<file path="src/pkg/mrw_pkg.sv">
package mrw_pkg;

  // ----------------------------------------------------------------------
  // Clock and time base
  // ----------------------------------------------------------------------
  localparam int unsigned CLK_HZ        = 25_000_000;
  localparam int unsigned HALF_SEC_MS   = 500;
  // Cycles in one half-second tick
  localparam int unsigned HALF_SEC_CYC  = (CLK_HZ / 1000) * HALF_SEC_MS;

  // ----------------------------------------------------------------------
  // Register byte offsets
  // ----------------------------------------------------------------------
  localparam logic [11:0] OFS_CTRL    = 12'h000;
  localparam logic [11:0] OFS_STAGE   = 12'h004;
  localparam logic [11:0] OFS_TRIG    = 12'h008;
  localparam logic [11:0] OFS_STATUS  = 12'h00C;
  localparam logic [11:0] OFS_IRQ_ST  = 12'h010;
  localparam logic [11:0] OFS_IRQ_MSK = 12'h014;

  // Trigger key written to the trigger register
  localparam logic [31:0] TRIG_KEY    = 32'h0000_5A5A;

  // Reset values
  localparam logic [31:0] CTRL_RST    = 32'h0000_0000;
  localparam logic [31:0] STAGE_RST   = 32'h0000_0000;

  // ----------------------------------------------------------------------
  // Timeout codes in half-second ticks
  // ----------------------------------------------------------------------
  localparam int unsigned NUM_PERIODS = 11;
  localparam logic [3:0]  PER_MAX     = 4'hA;
  localparam logic [3:0]  DLY_MAX     = 4'h7;
  localparam logic [2:0]  POST_MAX    = 3'h6;

  // Action codes per stage; stage 1 has no disabled code
  localparam logic [2:0] ACT_NONE = 3'h0;
  localparam logic [2:0] ACT_NMI  = 3'h1;
  localparam logic [2:0] ACT_ACPI = 3'h2;
  localparam logic [2:0] ACT_RST  = 3'h3;
  localparam logic [2:0] ACT_PWR  = 3'h4;

  typedef enum logic [1:0] {
    MRW_MODE_ONCE,
    MRW_MODE_SINGLE,
    MRW_MODE_REPEAT,
    MRW_MODE_RSVD
  } mrw_mode_t;

  // Event pulses towards the system
  typedef struct packed {
    logic nmi;
    logic rst;
    logic pwr;
    logic acpi_temp;
    logic acpi_fatal;
  } mrw_evt_t;

  // APB request bundle
  typedef struct packed {
    logic        psel;
    logic        penable;
    logic        pwrite;
    logic [11:0] paddr;
    logic [31:0] pwdata;
  } mrw_apb_req_t;

  // Half-second tick count of each timeout code
  function automatic logic [11:0] mrw_ticks(input logic [3:0] code);
    logic [11:0] t;
    t = 12'h001;
    unique case (code)
      4'h0: t = 12'h001;
      4'h1: t = 12'h002;
      4'h2: t = 12'h004;
      4'h3: t = 12'h00A;
      4'h4: t = 12'h014;
      4'h5: t = 12'h03C;
      4'h6: t = 12'h078;
      4'h7: t = 12'h0F0;
      4'h8: t = 12'h258;
      4'h9: t = 12'h4B0;
      4'hA: t = 12'hE10;
      default: t = 12'hE10;
    endcase
    return t;
  endfunction

endpackage

</file>
<file path="src/hdl/mrw_watchdog.sv">
// Local design decisions: the APB interface to the registers and the placing of the registers.
`timescale 1ns/1ns
`default_nettype none
// Overview of operation
// - Boot watchdog off or 30 s..30 min
// - Runtime watchdog armed only at OS start
// - One-time mode stops after first trigger
// - Single mode fires each stage once, stops
// - Repeat mode reruns last stage until reset
// - Start delay none, 10 s..30 min
// - Stage one always fires its action
// - Stage two fires action unless disabled
// - Stage three fires action unless it or stage two is disabled
// - Stage one timeout 0.5 s..30 min
// - Stage two uses same timeout set
// - Stage three uses same timeout set
// - ACPI action selects shutdown or restart
// - Shutdown sent as over-temperature notice
// - Restart sent as fatal-error report
module mrw_watchdog
  import mrw_pkg::*;
#(
  parameter int unsigned TICK_CYC = mrw_pkg::HALF_SEC_CYC
)(
  input  wire logic        clk_i,      // 25 MHz clock
  input  wire logic        rst_i,      // Sync reset, high
  input  wire logic        ce_i,       // Clock enable
  input  wire logic        psel_i,     // APB select
  input  wire logic        penable_i,  // APB enable
  input  wire logic        pwrite_i,   // APB write
  input  wire logic [11:0] paddr_i,    // APB byte address
  input  wire logic [31:0] pwdata_i,   // APB write data
  output logic      [31:0] prdata_o,   // APB read data
  output logic             pready_o,   // APB ready
  output logic             pslverr_o,  // APB error
  input  wire logic        os_boot_i,  // Pulse: OS starts booting
  output logic             nmi_o,      // NMI pulse
  output logic             reset_o,    // System reset pulse
  output logic             pwrbtn_o,   // Power-button pulse
  output logic             acpi_tmp_o, // Over-temperature pulse
  output logic             acpi_err_o, // Fatal-error pulse
  output logic             irq_o       // Level interrupt
);
  import mrw_pkg::*;

  // Refuse tick lengths that the 28-bit prescaler cannot hold
  if (TICK_CYC < 2 || TICK_CYC > 32'h0FFF_FFFF)
  begin
    $error("TICK_CYC out of range");
  end

  // ----------------------------------------------------------------------
  // Register bus
  // ----------------------------------------------------------------------
  logic [31:0] ctrl_reg;
  logic [31:0] stage_reg;
  logic [2:0]  irq_st_reg;
  logic [2:0]  irq_msk_reg;
  mrw_apb_req_t req;

  assign req = '{psel_i, penable_i, pwrite_i, paddr_i, pwdata_i};

  // Only the first access edge acts: a second pass would clear status
  // bits set while the read data was already on its way out
  wire acc      = req.psel && req.penable && !pready_o;
  wire wr       = acc && req.pwrite;
  wire rd       = acc && !req.pwrite;
  wire hit_ctrl = req.paddr == OFS_CTRL;
  wire hit_stg  = req.paddr == OFS_STAGE;
  wire hit_trg  = req.paddr == OFS_TRIG;
  wire hit_sts  = req.paddr == OFS_STATUS;
  wire hit_ist  = req.paddr == OFS_IRQ_ST;
  wire hit_msk  = req.paddr == OFS_IRQ_MSK;
  wire hit_any  = hit_ctrl | hit_stg | hit_trg | hit_sts | hit_ist | hit_msk;

  // Control fields: [2:0] post code, [3] post enable, [5:4] mode,
  // [9:6] delay code, [10] acpi restart select
  wire [2:0]  post_code = ctrl_reg[2:0];
  wire        post_en   = ctrl_reg[3];
  mrw_mode_t  mode;
  assign mode = mrw_mode_t'(ctrl_reg[5:4]);
  wire [3:0]  dly_code  = ctrl_reg[9:6];
  wire        acpi_rst  = ctrl_reg[10];
  // Stage fields: per stage a 4-bit timeout and a 3-bit action
  wire [3:0]  tmo [3];
  wire [2:0]  act [3];
  assign tmo[0] = stage_reg[3:0];
  assign tmo[1] = stage_reg[11:8];
  assign tmo[2] = stage_reg[19:16];
  assign act[0] = stage_reg[6:4];
  assign act[1] = stage_reg[14:12];
  assign act[2] = stage_reg[22:20];

  wire trig = wr && hit_trg && (req.pwdata == TRIG_KEY);

  // ----------------------------------------------------------------------
  // Half-second tick
  // ----------------------------------------------------------------------
  logic [27:0] pre_reg;
  wire         tick = pre_reg == 28'(TICK_CYC - 1);

  always_ff @(posedge clk_i)
  begin
    if (rst_i)
      pre_reg <= '0;
    else if (ce_i)
      pre_reg <= tick ? '0 : pre_reg + 28'h000_0001;
  end

  // ----------------------------------------------------------------------
  // Boot watchdog: runs from reset until the OS boot strobe or its own expiry
  // ----------------------------------------------------------------------
  // Post codes map to timeout codes 30s,1m,2m,5m,10m,30m
  function automatic logic [3:0] post_map(input logic [2:0] c);
    return (c > 3'h5) ? PER_MAX : 4'(c) + 4'h5;
  endfunction

  logic        post_run_reg;
  logic [11:0] post_cnt_reg;
  wire         post_exp = post_run_reg && post_en && tick &&
                 post_cnt_reg + 12'h001 >= mrw_ticks(post_map(post_code));

  always_ff @(posedge clk_i)
  begin
    if (rst_i)
    begin
      post_run_reg <= 1'b1;
      post_cnt_reg <= '0;
    end
    else if (ce_i)
    begin
      if (os_boot_i || post_exp)
        post_run_reg <= 1'b0;
      if (tick)
        post_cnt_reg <= post_cnt_reg + 12'h001;
    end
  end

  // ----------------------------------------------------------------------
  // Runtime watchdog sequencer
  // ----------------------------------------------------------------------
  typedef enum logic [2:0] {ST_IDLE, ST_DELAY, ST_RUN, ST_DONE} mrw_st_t;
  mrw_st_t     st_reg;
  mrw_st_t     st_next;
  logic [1:0]  stg_reg;
  logic [1:0]  stg_next;
  logic [11:0] cnt_reg;
  logic [11:0] cnt_next;

  wire [11:0] dly_lim = mrw_ticks(dly_code + 4'h3);
  wire [11:0] stg_lim = mrw_ticks(tmo[stg_reg]);
  wire        stg_exp = st_reg == ST_RUN && tick &&
                        cnt_reg + 12'h001 >= stg_lim;
  // Stage one cannot be silenced: none or an unknown code gives NMI
  wire [2:0]  act0_ok = (act[0] == ACT_NONE || act[0] > ACT_PWR) ?
                        ACT_NMI : act[0];
  wire [2:0]  cur_act = (stg_reg == 2'h0) ? act0_ok : act[stg_reg];
  // Last stage is the one before the first disabled stage
  wire        nxt_ok  = stg_reg != 2'h2 &&
                        act[stg_reg + 2'h1] != ACT_NONE;
  wire        fire    = stg_exp && (stg_reg == 2'h0 ||
                        cur_act != ACT_NONE);

  always_comb
  begin
    st_next  = st_reg;
    stg_next = stg_reg;
    cnt_next = tick ? cnt_reg + 12'h001 : cnt_reg;
    unique case (st_reg)
      ST_IDLE:
        if (os_boot_i)
        begin
          st_next  = (dly_code == 4'h0) ? ST_RUN : ST_DELAY;
          cnt_next = '0;
          stg_next = '0;
        end
      ST_DELAY:
        if (tick && cnt_reg + 12'h001 >= dly_lim)
        begin
          st_next  = ST_RUN;
          cnt_next = '0;
        end
      ST_RUN:
        if (trig)
        begin
          cnt_next = '0;
          stg_next = '0;
          if (mode == MRW_MODE_ONCE)
            st_next = ST_DONE;
        end
        else if (stg_exp)
        begin
          cnt_next = '0;
          if (nxt_ok)
            stg_next = stg_reg + 2'h1;
          else if (mode == MRW_MODE_REPEAT)
            stg_next = stg_reg;
          else
            st_next = ST_DONE;
        end
      ST_DONE:
        st_next = ST_DONE;
      default:
        st_next = ST_IDLE;
    endcase
  end

  always_ff @(posedge clk_i)
  begin
    if (rst_i)
    begin
      st_reg  <= ST_IDLE;
      stg_reg <= '0;
      cnt_reg <= '0;
    end
    else if (ce_i)
    begin
      st_reg  <= st_next;
      stg_reg <= stg_next;
      cnt_reg <= cnt_next;
    end
  end

  // ----------------------------------------------------------------------
  // Event outputs, one-cycle pulses
  // ----------------------------------------------------------------------
  wire [2:0] fire_act = post_exp ? ACT_RST : (fire ? cur_act : ACT_NONE);
  mrw_evt_t  evt;
  assign evt.nmi        = fire_act == ACT_NMI;
  assign evt.rst        = fire_act == ACT_RST;
  assign evt.pwr        = fire_act == ACT_PWR;
  assign evt.acpi_temp  = fire_act == ACT_ACPI && !acpi_rst;
  assign evt.acpi_fatal = fire_act == ACT_ACPI && acpi_rst;

  always_ff @(posedge clk_i)
  begin
    if (rst_i)
    begin
      nmi_o      <= 1'b0;
      reset_o    <= 1'b0;
      pwrbtn_o   <= 1'b0;
      acpi_tmp_o <= 1'b0;
      acpi_err_o <= 1'b0;
    end
    else if (ce_i)
    begin
      nmi_o      <= evt.nmi;
      reset_o    <= evt.rst;
      pwrbtn_o   <= evt.pwr;
      acpi_tmp_o <= evt.acpi_temp;
      acpi_err_o <= evt.acpi_fatal;
    end
  end

  // ----------------------------------------------------------------------
  // Registers, interrupt status and read data
  // ----------------------------------------------------------------------
  // Status events: [0] runtime fire, [1] boot expiry, [2] runtime done
  wire [2:0] ev_set = {st_next == ST_DONE && st_reg != ST_DONE,
                       post_exp, fire};
  wire [31:0] sts_word = {24'h0, 1'b0, post_run_reg, stg_reg,
                          1'b0, 3'(st_reg)};
  wire [31:0] rd_word =
    hit_ctrl ? ctrl_reg :
    hit_stg  ? stage_reg :
    hit_sts  ? sts_word :
    hit_ist  ? {29'h0, irq_st_reg} :
    hit_msk  ? {29'h0, irq_msk_reg} : 32'h0;

  // Configuration is locked once the runtime watchdog is armed
  wire cfg_wr = wr && st_reg == ST_IDLE;

  always_ff @(posedge clk_i)
  begin
    if (rst_i)
    begin
      ctrl_reg    <= CTRL_RST;
      stage_reg   <= STAGE_RST;
      irq_st_reg  <= '0;
      irq_msk_reg <= '0;
      prdata_o    <= '0;
      pready_o    <= 1'b0;
      pslverr_o   <= 1'b0;
      irq_o       <= 1'b0;
    end
    else if (ce_i)
    begin
      if (cfg_wr && hit_ctrl)
        ctrl_reg <= req.pwdata;
      if (cfg_wr && hit_stg)
        stage_reg <= req.pwdata;
      if (wr && hit_msk)
        irq_msk_reg <= req.pwdata[2:0];
      // Set wins over the read clear
      irq_st_reg <= (rd && hit_ist ? 3'h0 : irq_st_reg) | ev_set;
      prdata_o   <= rd ? rd_word : 32'h0;
      pready_o   <= acc && !pready_o;
      pslverr_o  <= acc && !pready_o && !hit_any;
      irq_o      <= |(((rd && hit_ist) ? 3'h0 : irq_st_reg)
                      & irq_msk_reg) | |(ev_set & irq_msk_reg);
    end
  end
endmodule
`default_nettype wire

</file>
<file path="config.mk">
export PLATFORM = sky130hd
export DESIGN_NAME = mrw_watchdog
export DESIGN_NICKNAME = d
export VERILOG_FILES = /design/src/pkg/mrw_pkg.sv /design/src/hdl/mrw_watchdog.sv
export SDC_FILE = /design/constraint.sdc
export NUM_CORES = 1
export LEC_CHECK = 0
export BUFFER_PORTS_ARGS = -buffer_cell sky130_fd_sc_hd__buf_4
export CAP_MARGIN = 20
export CORE_ASPECT_RATIO = 0.5
export CORE_MARGIN = 1
export CORE_UTILIZATION = 48
export CTS_CLUSTER_DIAMETER = 150
export CTS_CLUSTER_SIZE = 12
export DETAILED_ROUTE_END_ITERATION = 12
export PLACE_DENSITY = 0.64
export SETUP_SLACK_MARGIN = 0.4
export SLEW_MARGIN = 20
export SYNTH_ARGS = -nofsm -noshare
export SYNTH_HDL_FRONTEND = slang
export SYNTH_SLANG_ARGS = --single-unit
</file>
<file path="constraint.sdc">
create_clock -name clk_i -period 4.4 [get_ports clk_i]
set_input_delay 0.88 -clock clk_i [delete_from_list [all_inputs] [get_ports clk_i]]
set_output_delay 0.88 -clock clk_i [all_outputs]
set_load 0.01 [all_outputs]
</file>
=== Word-level counts from Yosys, hierarchy flattened ===
Memory sizes are Yosys's and may differ from the RTL's.
Cells that the tools add are included.

* Memories kept: 3
* Bits in read-only memories: 528
* Output and inout bits: 40
* Input bits: 51
* Word-level logic and storage cells: 157
* Register bits: 168

* $add $sub $neg: 6
* $lt $le $gt $ge: 7
* Eq/ne operators: 21
* Reduce and logical (&&, ||, !) cells: 48
* Mux-type cells: 42
* Bitwise gates (word level): 11

{| class="wikitable"
|+ Memories
! memory !! depth !! width !! rd ports !! clocked after memory_dff !! wr ports !! line !! RTL
|-
| (no name shown) || 16 || 11 || 1 || 0 || 0 || mrw_pkg.sv:72 || <nowiki>unique case (code)</nowiki>
|-
| (no name shown) || 16 || 11 || 1 || 0 || 0 || mrw_pkg.sv:72 ||
|-
| (no name shown) || 16 || 11 || 1 || 0 || 0 || mrw_pkg.sv:72 ||
|}

{| class="wikitable"
|+ Operators by type and width
! operator !! number
|-
| two-way mux 32 bit || 3
|-
| two-way mux 12 bit || 5
|-
| two-way mux 3 bit || 18
|-
| greater-or-equal comparator 12 bit || 3
|-
| case mux 12 bit (3 select lines) || 1
|-
| equality test 32 x 15 -> 1 bit, second input constant || 1
|-
| adder 28 x 1 -> 28 bit, second input constant || 1
|-
| equality test 28 x 24 -> 1 bit, second input constant || 1
|-
| two-way mux 28 bit || 1
|-
| adder 12 x 1 -> 12 bit, second input constant || 2
|-
| equality test 12 x 4 -> 1 bit, second input constant || 2
|-
| equality test 12 x 5 -> 1 bit, second input constant || 2
|-
| logical AND 1 bit || 24
|-
| equality test 3 x 2 -> 1 bit, second input constant || 5
|-
| binary-select mux 3 bit (select 2 bit) || 2
|-
| equality test 12 x 3 -> 1 bit, second input constant || 1
|-
| zero test 12 bit || 1
|-
| two-way mux 4 bit || 3
|-
| case mux 3 bit (4 select lines) || 1
|-
| two-way mux 2 bit || 5
|-
| AND reduction 2 bit || 5
|-
| binary-select mux 4 bit (select 2 bit) || 1
|-
| two-way mux 7 bit || 1
|-
| AND 3 bit || 2
|-
| other kinds (24) || 44
|}

=== Logic depth before layout (Yosys ltp) ===
Gate-level depths: netlist of run 1.

* Word-level depth: 16
* Mapped depth: 19
* Gate-level depth less buffers: 16

=== Worst setup path after synthesis of run 1 ===
OpenSTA, ideal clock, no wires.

* Path kind: reg-to-reg
* Start point: register stg_reg[0]
* End point: register cnt_reg[10]
* Cell stages (with the launch flop): 18
* Required time: 4,336 ps
* Clock period less this slack: 3,658 ps
* Buffers on the path: 2
* Arrival time: 3,594 ps
* Slack: 742 ps
* Setup time: 64 ps
* Cell sequence: dfxtp_1 > buf_1 > mux2i_1 > o21ai_0 > inv_1 > ha_1 > nand2_1 > a21oi_1 > a21oi_1 > ha_1 > a211o_1 > a31oi_1 > o31a_1 > a311oi_4 > o21a_1 > a311o_1 > buf_2 > nor2_1

* Longest elaborated chain between the ends: 10

{| class="wikitable"
|+ RTL lines
! what !! line !! RTL
|-
| from (decl) || mrw_watchdog.sv:145 || <nowiki>logic [1:0] stg_reg;</nowiki>
|-
| from (signal assigned) || mrw_watchdog.sv:219 || <nowiki>stg_reg <= stg_next;</nowiki>
|-
| inverter 2 -> 3 bit (implied by the code) || mrw_watchdog.sv:151 || <nowiki>wire [11:0] stg_lim = mrw_ticks(tmo[stg_reg]);</nowiki>
|-
| binary-select mux 4 bit (select 2 bit) || mrw_watchdog.sv:151 ||
|-
| two-way mux 4 bit (implied by the code) (2 in series) || mrw_watchdog.sv:151 ||
|-
| memory (16 x 11 bit) || - ||
|-
| greater-or-equal comparator 12 bit || mrw_watchdog.sv:153 || <nowiki>cnt_reg + 12'h001 >= stg_lim;</nowiki>
|-
| logical AND 1 bit || mrw_watchdog.sv:152 || <nowiki>wire stg_exp = st_reg == ST_RUN && tick &&</nowiki>
|-
| two-way mux 12 bit || mrw_watchdog.sv:191 || <nowiki>else if (stg_exp)</nowiki>
|-
| two-way mux 12 bit || mrw_watchdog.sv:184 || <nowiki>if (trig)</nowiki>
|-
| case mux 12 bit (3 select lines) || mrw_watchdog.sv:169 || <nowiki>unique case (st_reg)</nowiki>
|-
| to (signal assigned) || mrw_watchdog.sv:220 || <nowiki>cnt_reg <= cnt_next;</nowiki>
|-
| to (decl) || mrw_watchdog.sv:147 || <nowiki>logic [11:0] cnt_reg;</nowiki>
|}

No other way between the ends. The select of a mux whose other input is x is not followed.
A chain may end at the register's enable or synchronous reset.

=== Worst setup path after layout of run 1 ===
* Start point: register ctrl_reg[1]
* End point: register pwrbtn_o

* Longest elaborated chain between the ends: 7
* Elaborated cells between the ends (all ways): 8
* Those cells by class: add/sub: 1; order compare: 2; eq/ne: 1; mux: 2; reduce/logical: 1; memory: 1

{| class="wikitable"
|+ RTL lines
! what !! line !! RTL
|-
| from (decl) || mrw_watchdog.sv:55 || <nowiki>logic [31:0] ctrl_reg;</nowiki>
|-
| from (signal assigned) || mrw_watchdog.sv:289 || <nowiki>ctrl_reg <= req.pwdata;</nowiki>
|-
| adder 3 x 3 -> 4 bit or > comparator 3 bit (tied branches) || mrw_watchdog.sv:115 || <nowiki>return (c > 3'h5) ? PER_MAX : 4'(c) + 4'h5;</nowiki>
|-
| two-way mux 4 bit (*) || mrw_watchdog.sv:115 ||
|-
| memory (16 x 11 bit) (*) || - ||
|-
| greater-or-equal comparator 12 bit (*) || mrw_watchdog.sv:121 || <nowiki>post_cnt_reg + 12'h001 >= mrw_ticks(post_map(post_code));</nowiki>
|-
| logical AND 1 bit (*) || mrw_watchdog.sv:120 || <nowiki>wire post_exp = post_run_reg && post_en && tick &&</nowiki>
|-
| two-way mux 3 bit (*) || mrw_watchdog.sv:227 || <nowiki>wire [2:0] fire_act = post_exp ? ACT_RST : (fire ? cur_act : ACT_NONE);</nowiki>
|-
| equality test 3 bit (*) || mrw_watchdog.sv:231 || <nowiki>assign evt.pwr = fire_act == ACT_PWR;</nowiki>
|-
| to (signal assigned) || mrw_watchdog.sv:249 || <nowiki>pwrbtn_o <= evt.pwr;</nowiki>
|-
| to (decl) || mrw_watchdog.sv:39 || <nowiki>output logic pwrbtn_o,</nowiki>
|}

Every way passes the cells marked *; elsewhere a longest branch is shown, timed or not.

==> impl_results.md, run 1 <==
- Fin nets: around 1300
- Fin cells: 1431
- Layout overhead on the synthesized area: 17.47%
- Syn Inst Count: between 1000 and 1500
- # IOs: 91
- Drt first pass iters: 5
- Post-synthesis sequential area ratio: a little under two fifths
- Overall power: 0.003215 W
- Starting DRT DRC Count: about 700
- Total GRT Usage: about a quarter
- Fraction of registers with async set/reset: 0%
- Power per Cell Area: 309.4 mW/mm^2
- Skew-Pair Late Insertion Delay: between 0.4 and 0.5 ns
- Max Fclk: around 270 MHz
- Least-Margin Pin Slew: about 0.77 ns
- Final Slew Violations: 0
- Crit path max-delay family: compound AO/OA/AOI/OAI gates
- Cell row count: 34
- Data required, critical path: about 4.8 ns
- Synthesis Warnings: 0
- CP startpoint kind: flop
- Met3 usage: approximately 4.8%
- Number of max-cap violations: 0
- Global route total overflow: 0
- Post-layout min period: 3.708 ns
- WS Path Type: reg2reg
- Crit path cell chain: inv_1 -> ha_1 -> nor2b_1 -> a21oi_1 -> a211oi_1 -> a41oi_1 -> ha_1 -> o211ai_1 -> a21oi_1 -> o211ai_1 -> a311oi_1 -> buf_4 -> or4b_1 -> a21oi_1
- Main synth FF type: dfxtp_1
- CTS tree: yes
- Post-DP HPWL: about 18000 um
- Synthesis-stage register bit count: 168
- Antenna violations before repair: 0
- Core Box Area: about 0.018 mm^2
- Top fanout value on the critical path: 11
- Via count: around 8000
- Clk buf depth: 2
- Die Y: between 90 and 100 um
- Die Footprint: roughly 0.019 mm^2
- Final hold vios: 0
- Xor/xnor share of the synthesized area: roughly 6.4%
- Peak VDD IR: approximately 0.24 mV
- H-tree depth: 4
- Clk sink count: 168
- Sequential Area: between 0.003 and 0.004 mm^2
- Final Setup Violations: 0
- Post-DRT Antenna Nets: 0
- Critical path buffers and inverters: 2
- Vias in the first global route: ~7500
- Met2 Usage GRT: 40.26%
- Outcome: complete, no violations
- WL/cell: approximately 17 um
- Grt met1 use: a little under two fifths
- Cell taking the most area after synthesis: dfxtp_1
- DP Cell Count: 1399
- Avg Inst Size Synth: roughly 8 um^2
- Total wire length: 24270 um
- Share of layout cells above drive strength 1: between 10% and 20%
- CP most frequent cell: a21oi_1
- Starting Density: 49.98%
- Multi-input logic area: around 0.0052 mm^2
- PortBufs: 90
- Largest family of logic cells by synthesized area: simple AND/OR/NAND/NOR gates
- TNS Setup: 0 ns
- Post-synthesis mux area share: about 5.3%
- Largest cells by area after synthesis: dfxtp_1 (38%), nand2_1 (10%), ha_1 (7.4%)
- Top-area cell type share of the netlist area: between 30% and 40%
- Synth Area in Adders: between 7 and 8%
- Post-Synth Simple-Gate Area: around a quarter
- Global-route wire length before repair: about 40000 um
- DRC viols: 0
- Clk slew on worst S/H paths: around 0.070 ns
- EDFF count, synth: 0
- Data arrival, critical path: a little over 4 ns
- Leakage: between 4 and 5 nW
- Yosys cell types: 67
- CTS Buf Count: 17
- Fillcell total: between 1500 and 2000
- Busiest grt layer: met2
- Clock skew: 0.01263 ns
- Worst Setup End Kind: flop
- Complex-gate fraction of the synthesized area: 15.11%
- Die Wd: just under 200 um
- Crit-path slowest cell: dfxtp_1
- Relative slew slack: 48.48%
- Post-Syn Area: approximately 0.009 mm^2
- Root buffer cell: clkbuf_16
- Post-Syn Nets: roughly 1200
- Commonest cells in the netlist: nand2_1 (239), dfxtp_1 (168), a21oi_1 (101), nor2_1 (97)
- Hold crit path type: reg2reg
- Largest net degree at the start of global routing: 73
- RSZ-0062 raised after global routing: false
- Most numerous cell in the Yosys netlist: nand2_1
- N_diodes: 0
- Vias per cell: between 5 and 6
- Period Utilization, post-route: between 80 and 90%
- Final GP Congestion: about 0.87
- CP peak stage delay: about 0.58 ns
metrics by stage:
| step | hold WS, ns | cell area (um^2) | setup slack (ns) | utilization [%] |
|---|---|---|---|---|
| final | 0.4515 | 10390 | 0.6918 | 58.71 |
| after global routing | 0.4699 | 10390 | 0.4014 | 58.71 |
| after CTS | 0.4527 | 10380 | 0.4395 | 58.63 |
| after detailed placement | 0.4431 | 9777 | 0.3743 | 55.25 |
| after global placement | 0.4367 | 9777 | 0.5043 | 55.25 |
| after floorplan | 0.4312 | 8845 | 0.7422 | - |
report_power, final:
| part | switching, W | total (W) | internal (W) | leakage, nW |
|---|---|---|---|---|
| sequential | 0.00000739 | 0.00153 | 0.00152 | 1.36 |
| clock | 0.000680 | 0.00153 | 0.000854 | 0.280 |
| combinational | 0.0000880 | 0.000148 | 0.0000596 | 2.42 |
| total | 0.000776 | 0.00321 | 0.00244 | 4.05 |
timing repair:
item	in CTS	in global routing
hold endpoints to repair	0	0
gates cloned	0	0
hold buffers	0	0
gates resized for setup	2	6
buffers inserted	0	0
endpoints found under the setup margin	11	19
tightest hold or removal path, stage by stage, from the launching register on:
cell,delay (ns)
dfxtp_1,0.31
nand2_1,0.05
a21oi_1,0.05
area by class of cell:
type	count	area share, %
Clock buffer	19	4.167
Inverter	19	0.6864
Clock inverter	13	1.566
Tap cell	234	2.818
Sequential cell	168	32.41
Timing Repair Buffer	110	7.948
Multi-Input combinational cell	868	50.41
metal layers:
metal  share of wire, %  vias to the layer above
met5                  0                        -
met4                1.1                        0
met3                6.2                       24
li1                   -                     4003
met2                 44                      255
met1                 49                     3742
path summary, 6_finish.rpt:
kind	from	endpoint	slack, ns	depth (start not counted)
min reg2reg	ctrl_reg[30]$_SDFFE_PP0P_	ctrl_reg[30]$_SDFFE_PP0P_	0.45	2
min	ctrl_reg[30]$_SDFFE_PP0P_	ctrl_reg[30]$_SDFFE_PP0P_	0.45	2
max reg2reg	ctrl_reg[1]$_SDFFE_PP0P_	pwrbtn_o$_SDFFE_PP0P_	0.69	14
max	ctrl_reg[1]$_SDFFE_PP0P_	pwrbtn_o$_SDFFE_PP0P_	0.69	14
cell families after synthesis:
| family | count (synthesis) |
|---|---|
| compound gates | 222 |
| fa+ha+maj | 52 |
| buf+inv | 70 |
| simple gates | 483 |
| flops | 168 |
| mux | 46 |
| xor+xnor | 65 |
layout by cell type, fill, tap and decap left out, types with 5 or more instances in the layout:
cell type,instances
nand2b_1,19
nor4b_1,5
o21ai_0,51
nor2_1,95
ha_1,52
or3_1,5
nor3_1,11
dfxtp_1,165
nand2_1,239
buf_4,110
a22oi_1,7
a22o_1,5
a21oi_1,101
nand4_1,12
and3_1,15
nor2b_1,6
inv_1,19
a21o_1,10
xor2_1,42
clkbuf_16,17
a31oi_1,7
and2_1,6
xnor2_1,23
nand3_1,32
mux2i_1,42
nor4_1,13
Note: power is estimated with default switching activity, not from simulation.
==> run 2: changes to the inputs <==
==> constraint.sdc (replaced) <==
create_clock -name clk_i -period 3.66 [get_ports clk_i]
set_input_delay 0.732 -clock clk_i [delete_from_list [all_inputs] [get_ports clk_i]]
set_output_delay 0.732 -clock clk_i [all_outputs]
set_load 0.01 [all_outputs]
==> run 2 against run 1 <==
Sequential power up 20%. Clock power grew 14%. Die area unchanged. First-iteration DRC count down 38%. Worst hold slack got worse by 0.0042 ns. Combinational power increased by 22%. Design area rose by 3.9%. Critical path depth down 1.
==> impl_results.md, run 2 (same netlist as run 1, synthesis figures left out) <==
- TNS Setup: 0 ns
- DP Cell Count: about 1400
- Outcome: complete, no violations
- # IOs: 91
- Clock skew: approximately 0.012 ns
- CP startpoint kind: flop
- Starting DRT DRC Count: 420
- Sequential Area: 0.003374 mm^2
- Die Footprint: between 0.015 and 0.02 mm^2
- Antenna violations before repair: 0
- Relative slew slack: 38.72%
- Core Box Area: around 0.018 mm^2
- Data required, critical path: around 4 ns
- Least-Margin Pin Slew: between 0.9 and 1 ns
- Power per Cell Area: about 350 mW/mm^2
- M1 WL: between 10000 and 15000 um
- Multi-input logic area: between 0.005 and 0.006 mm^2
- Final Slew Violations: 0
- Worst Setup End Kind: flop
- Crit path cell chain: buf_6 -> mux2i_4 -> o21ai_4 -> buf_6 -> nor3_2 -> a21oi_1 -> ha_1 -> nand3_1 -> o31a_1 -> a311oi_4 -> nand3_1 -> or4b_1 -> a21oi_1
- Post-layout min period: approximately 3.3 ns
- Max Fclk: just over 300 MHz
- Leakage: between 4 and 5 nW
- Global-route wire length before repair: 37810 um
- N_diodes: 0
- Global route total overflow: 0
- Clk buf depth: 2
- Layout overhead on the synthesized area: 22.10%
- Most frequent cells in the layout: nand2_1 (238), dfxtp_1 (163), buf_4 (132)
- Share of layout cells above drive strength 1: a little under a fifth
- WS Path Type: reg2reg
- Via count: ~8100
- Drt first pass iters: 5
- CTS Buf Count: 17
- Top fanout value on the critical path: 7
- Post-DRT Antenna Nets: 0
- Commonest non-fill, non-tap cell in the layout: nand2_1
- Met2 WL post-DR: between 10000 and 15000 um
- Cell row count: 34
- Total wire length: 23710 um
- CP peak stage delay: approximately 0.5 ns
- Skew-Pair Late Insertion Delay: ~0.43 ns
- H-tree depth: 4
- Top Metal Used: met4
- Post-DP HPWL: around 17000 um
- Total GRT Usage: roughly 25%
- Vias per cell: 5.567
- Hold Slack: 0.4473 ns
- Clk sink count: about 170
- Final GP Congestion: around 0.88
- Peak VDD IR: between 0.3 and 0.4 mV
- Final Setup Violations: 0
- Routed wl met3: a little over 1000 um
- Period Utilization, post-route: ~89%
- Fin nets: 1315
- Die Wd: 194.0 um
- CTS Hold Bufs: 0
- Vias in the first global route: approximately 7500
- Final core occ: 61.02%
- Fillcell total: approximately 1600
- Hold crit path type: reg2reg
- Final hold vios: 0
- RSZ-0062 raised after global routing: true
- Die Y: 97.99 um
- PortBufs: 90
- Largest net degree at the start of global routing: 47
- Clk slew on worst S/H paths: roughly 0.07 ns
- Root buffer cell: clkbuf_16
- Number of max-cap violations: 0
- WL/cell: between 15 and 20 um
- CTS tree: yes
- Fin cells: 1458
- Data arrival, critical path: between 3 and 4 ns
- Starting Density: 49.98%
- Crit-path slowest cell: or4b_1
- DRC viols: 0
[run 2: changes by cell type in the layout (fill, tap and decap cells not counted), sizes merged]
cell      before  now
bufinv         2    1
clkinvlp       3    4
a311o          1    2
inv           24   23
buf          110  137
[run 2: worst max-delay path: cells and delay by family, from the launching register on]
family / cells / cell delay, ns
AND/OR/NAND/NOR: 4 / 0.89
adder cells (fa/ha/maj): 1 / 0.30
multiplexers: 1 / 0.24
buffers and inverters: 2 / 0.28
AO/OA/AOI/OAI: 5 / 1.06
flip-flops: 1 / 0.42
[run 2: path summary, 6_finish.rpt]
kind / startpoint / end / slack, ns / cells after the start
worst min register to register: ctrl_reg[18]$_SDFFE_PP0P_ / ctrl_reg[18]$_SDFFE_PP0P_ / 0.45 / 2
worst min-delay path: ctrl_reg[18]$_SDFFE_PP0P_ / ctrl_reg[18]$_SDFFE_PP0P_ / 0.45 / 2
worst max-delay path: stg_reg[0]$_SDFFE_PP0P_ / pwrbtn_o$_SDFFE_PP0P_ / 0.40 / 13
worst max register to register: stg_reg[0]$_SDFFE_PP0P_ / pwrbtn_o$_SDFFE_PP0P_ / 0.40 / 13
[run 2: through the flow]
stage / power [W] / area (um^2) / setup WS, ns
floorplan: 0.001967 / 8859 / 0.4131
global placement: 0.002055 / 9859 / 0.2325
detailed placement: 0.002055 / 9859 / 0.09729
CTS: 0.003790 / 10520 / 0.4127
global route: 0.003890 / 10800 / 0.2727
finish: 0.003771 / 10800 / 0.3977
[run 2: area by class of cell]
class,count,share of cell area [%]
Sequential cell,168,31.25
Clock inverter,12,1.089
Tap cell,234,2.711
Timing Repair Buffer,137,9.698
Inverter,19,0.6604
Multi-Input combinational cell,869,50.49
Clock buffer,19,4.101
[run 2: layer usage]
layer	vias to the layer above	global-route usage, %
li1	4039	-
met1	3865	34.36
met2	183	39.93
met3	29	3.972
met4	0	6.716
met5	-	0
[run 2: where the power goes]
group          switching (W)  leakage (nW)  internal [W]
registers         0.00000785          1.36       0.00183
clock network       0.000790         0.263      0.000961
logic               0.000104          2.58     0.0000752
[run 2: timing repair]
action                     in CTS  in global routing
gates cloned                    1                  0
pin swaps                       3                 18
setup endpoints to repair      21                 22
setup buffers                   3                 14
resized for setup              16                 46
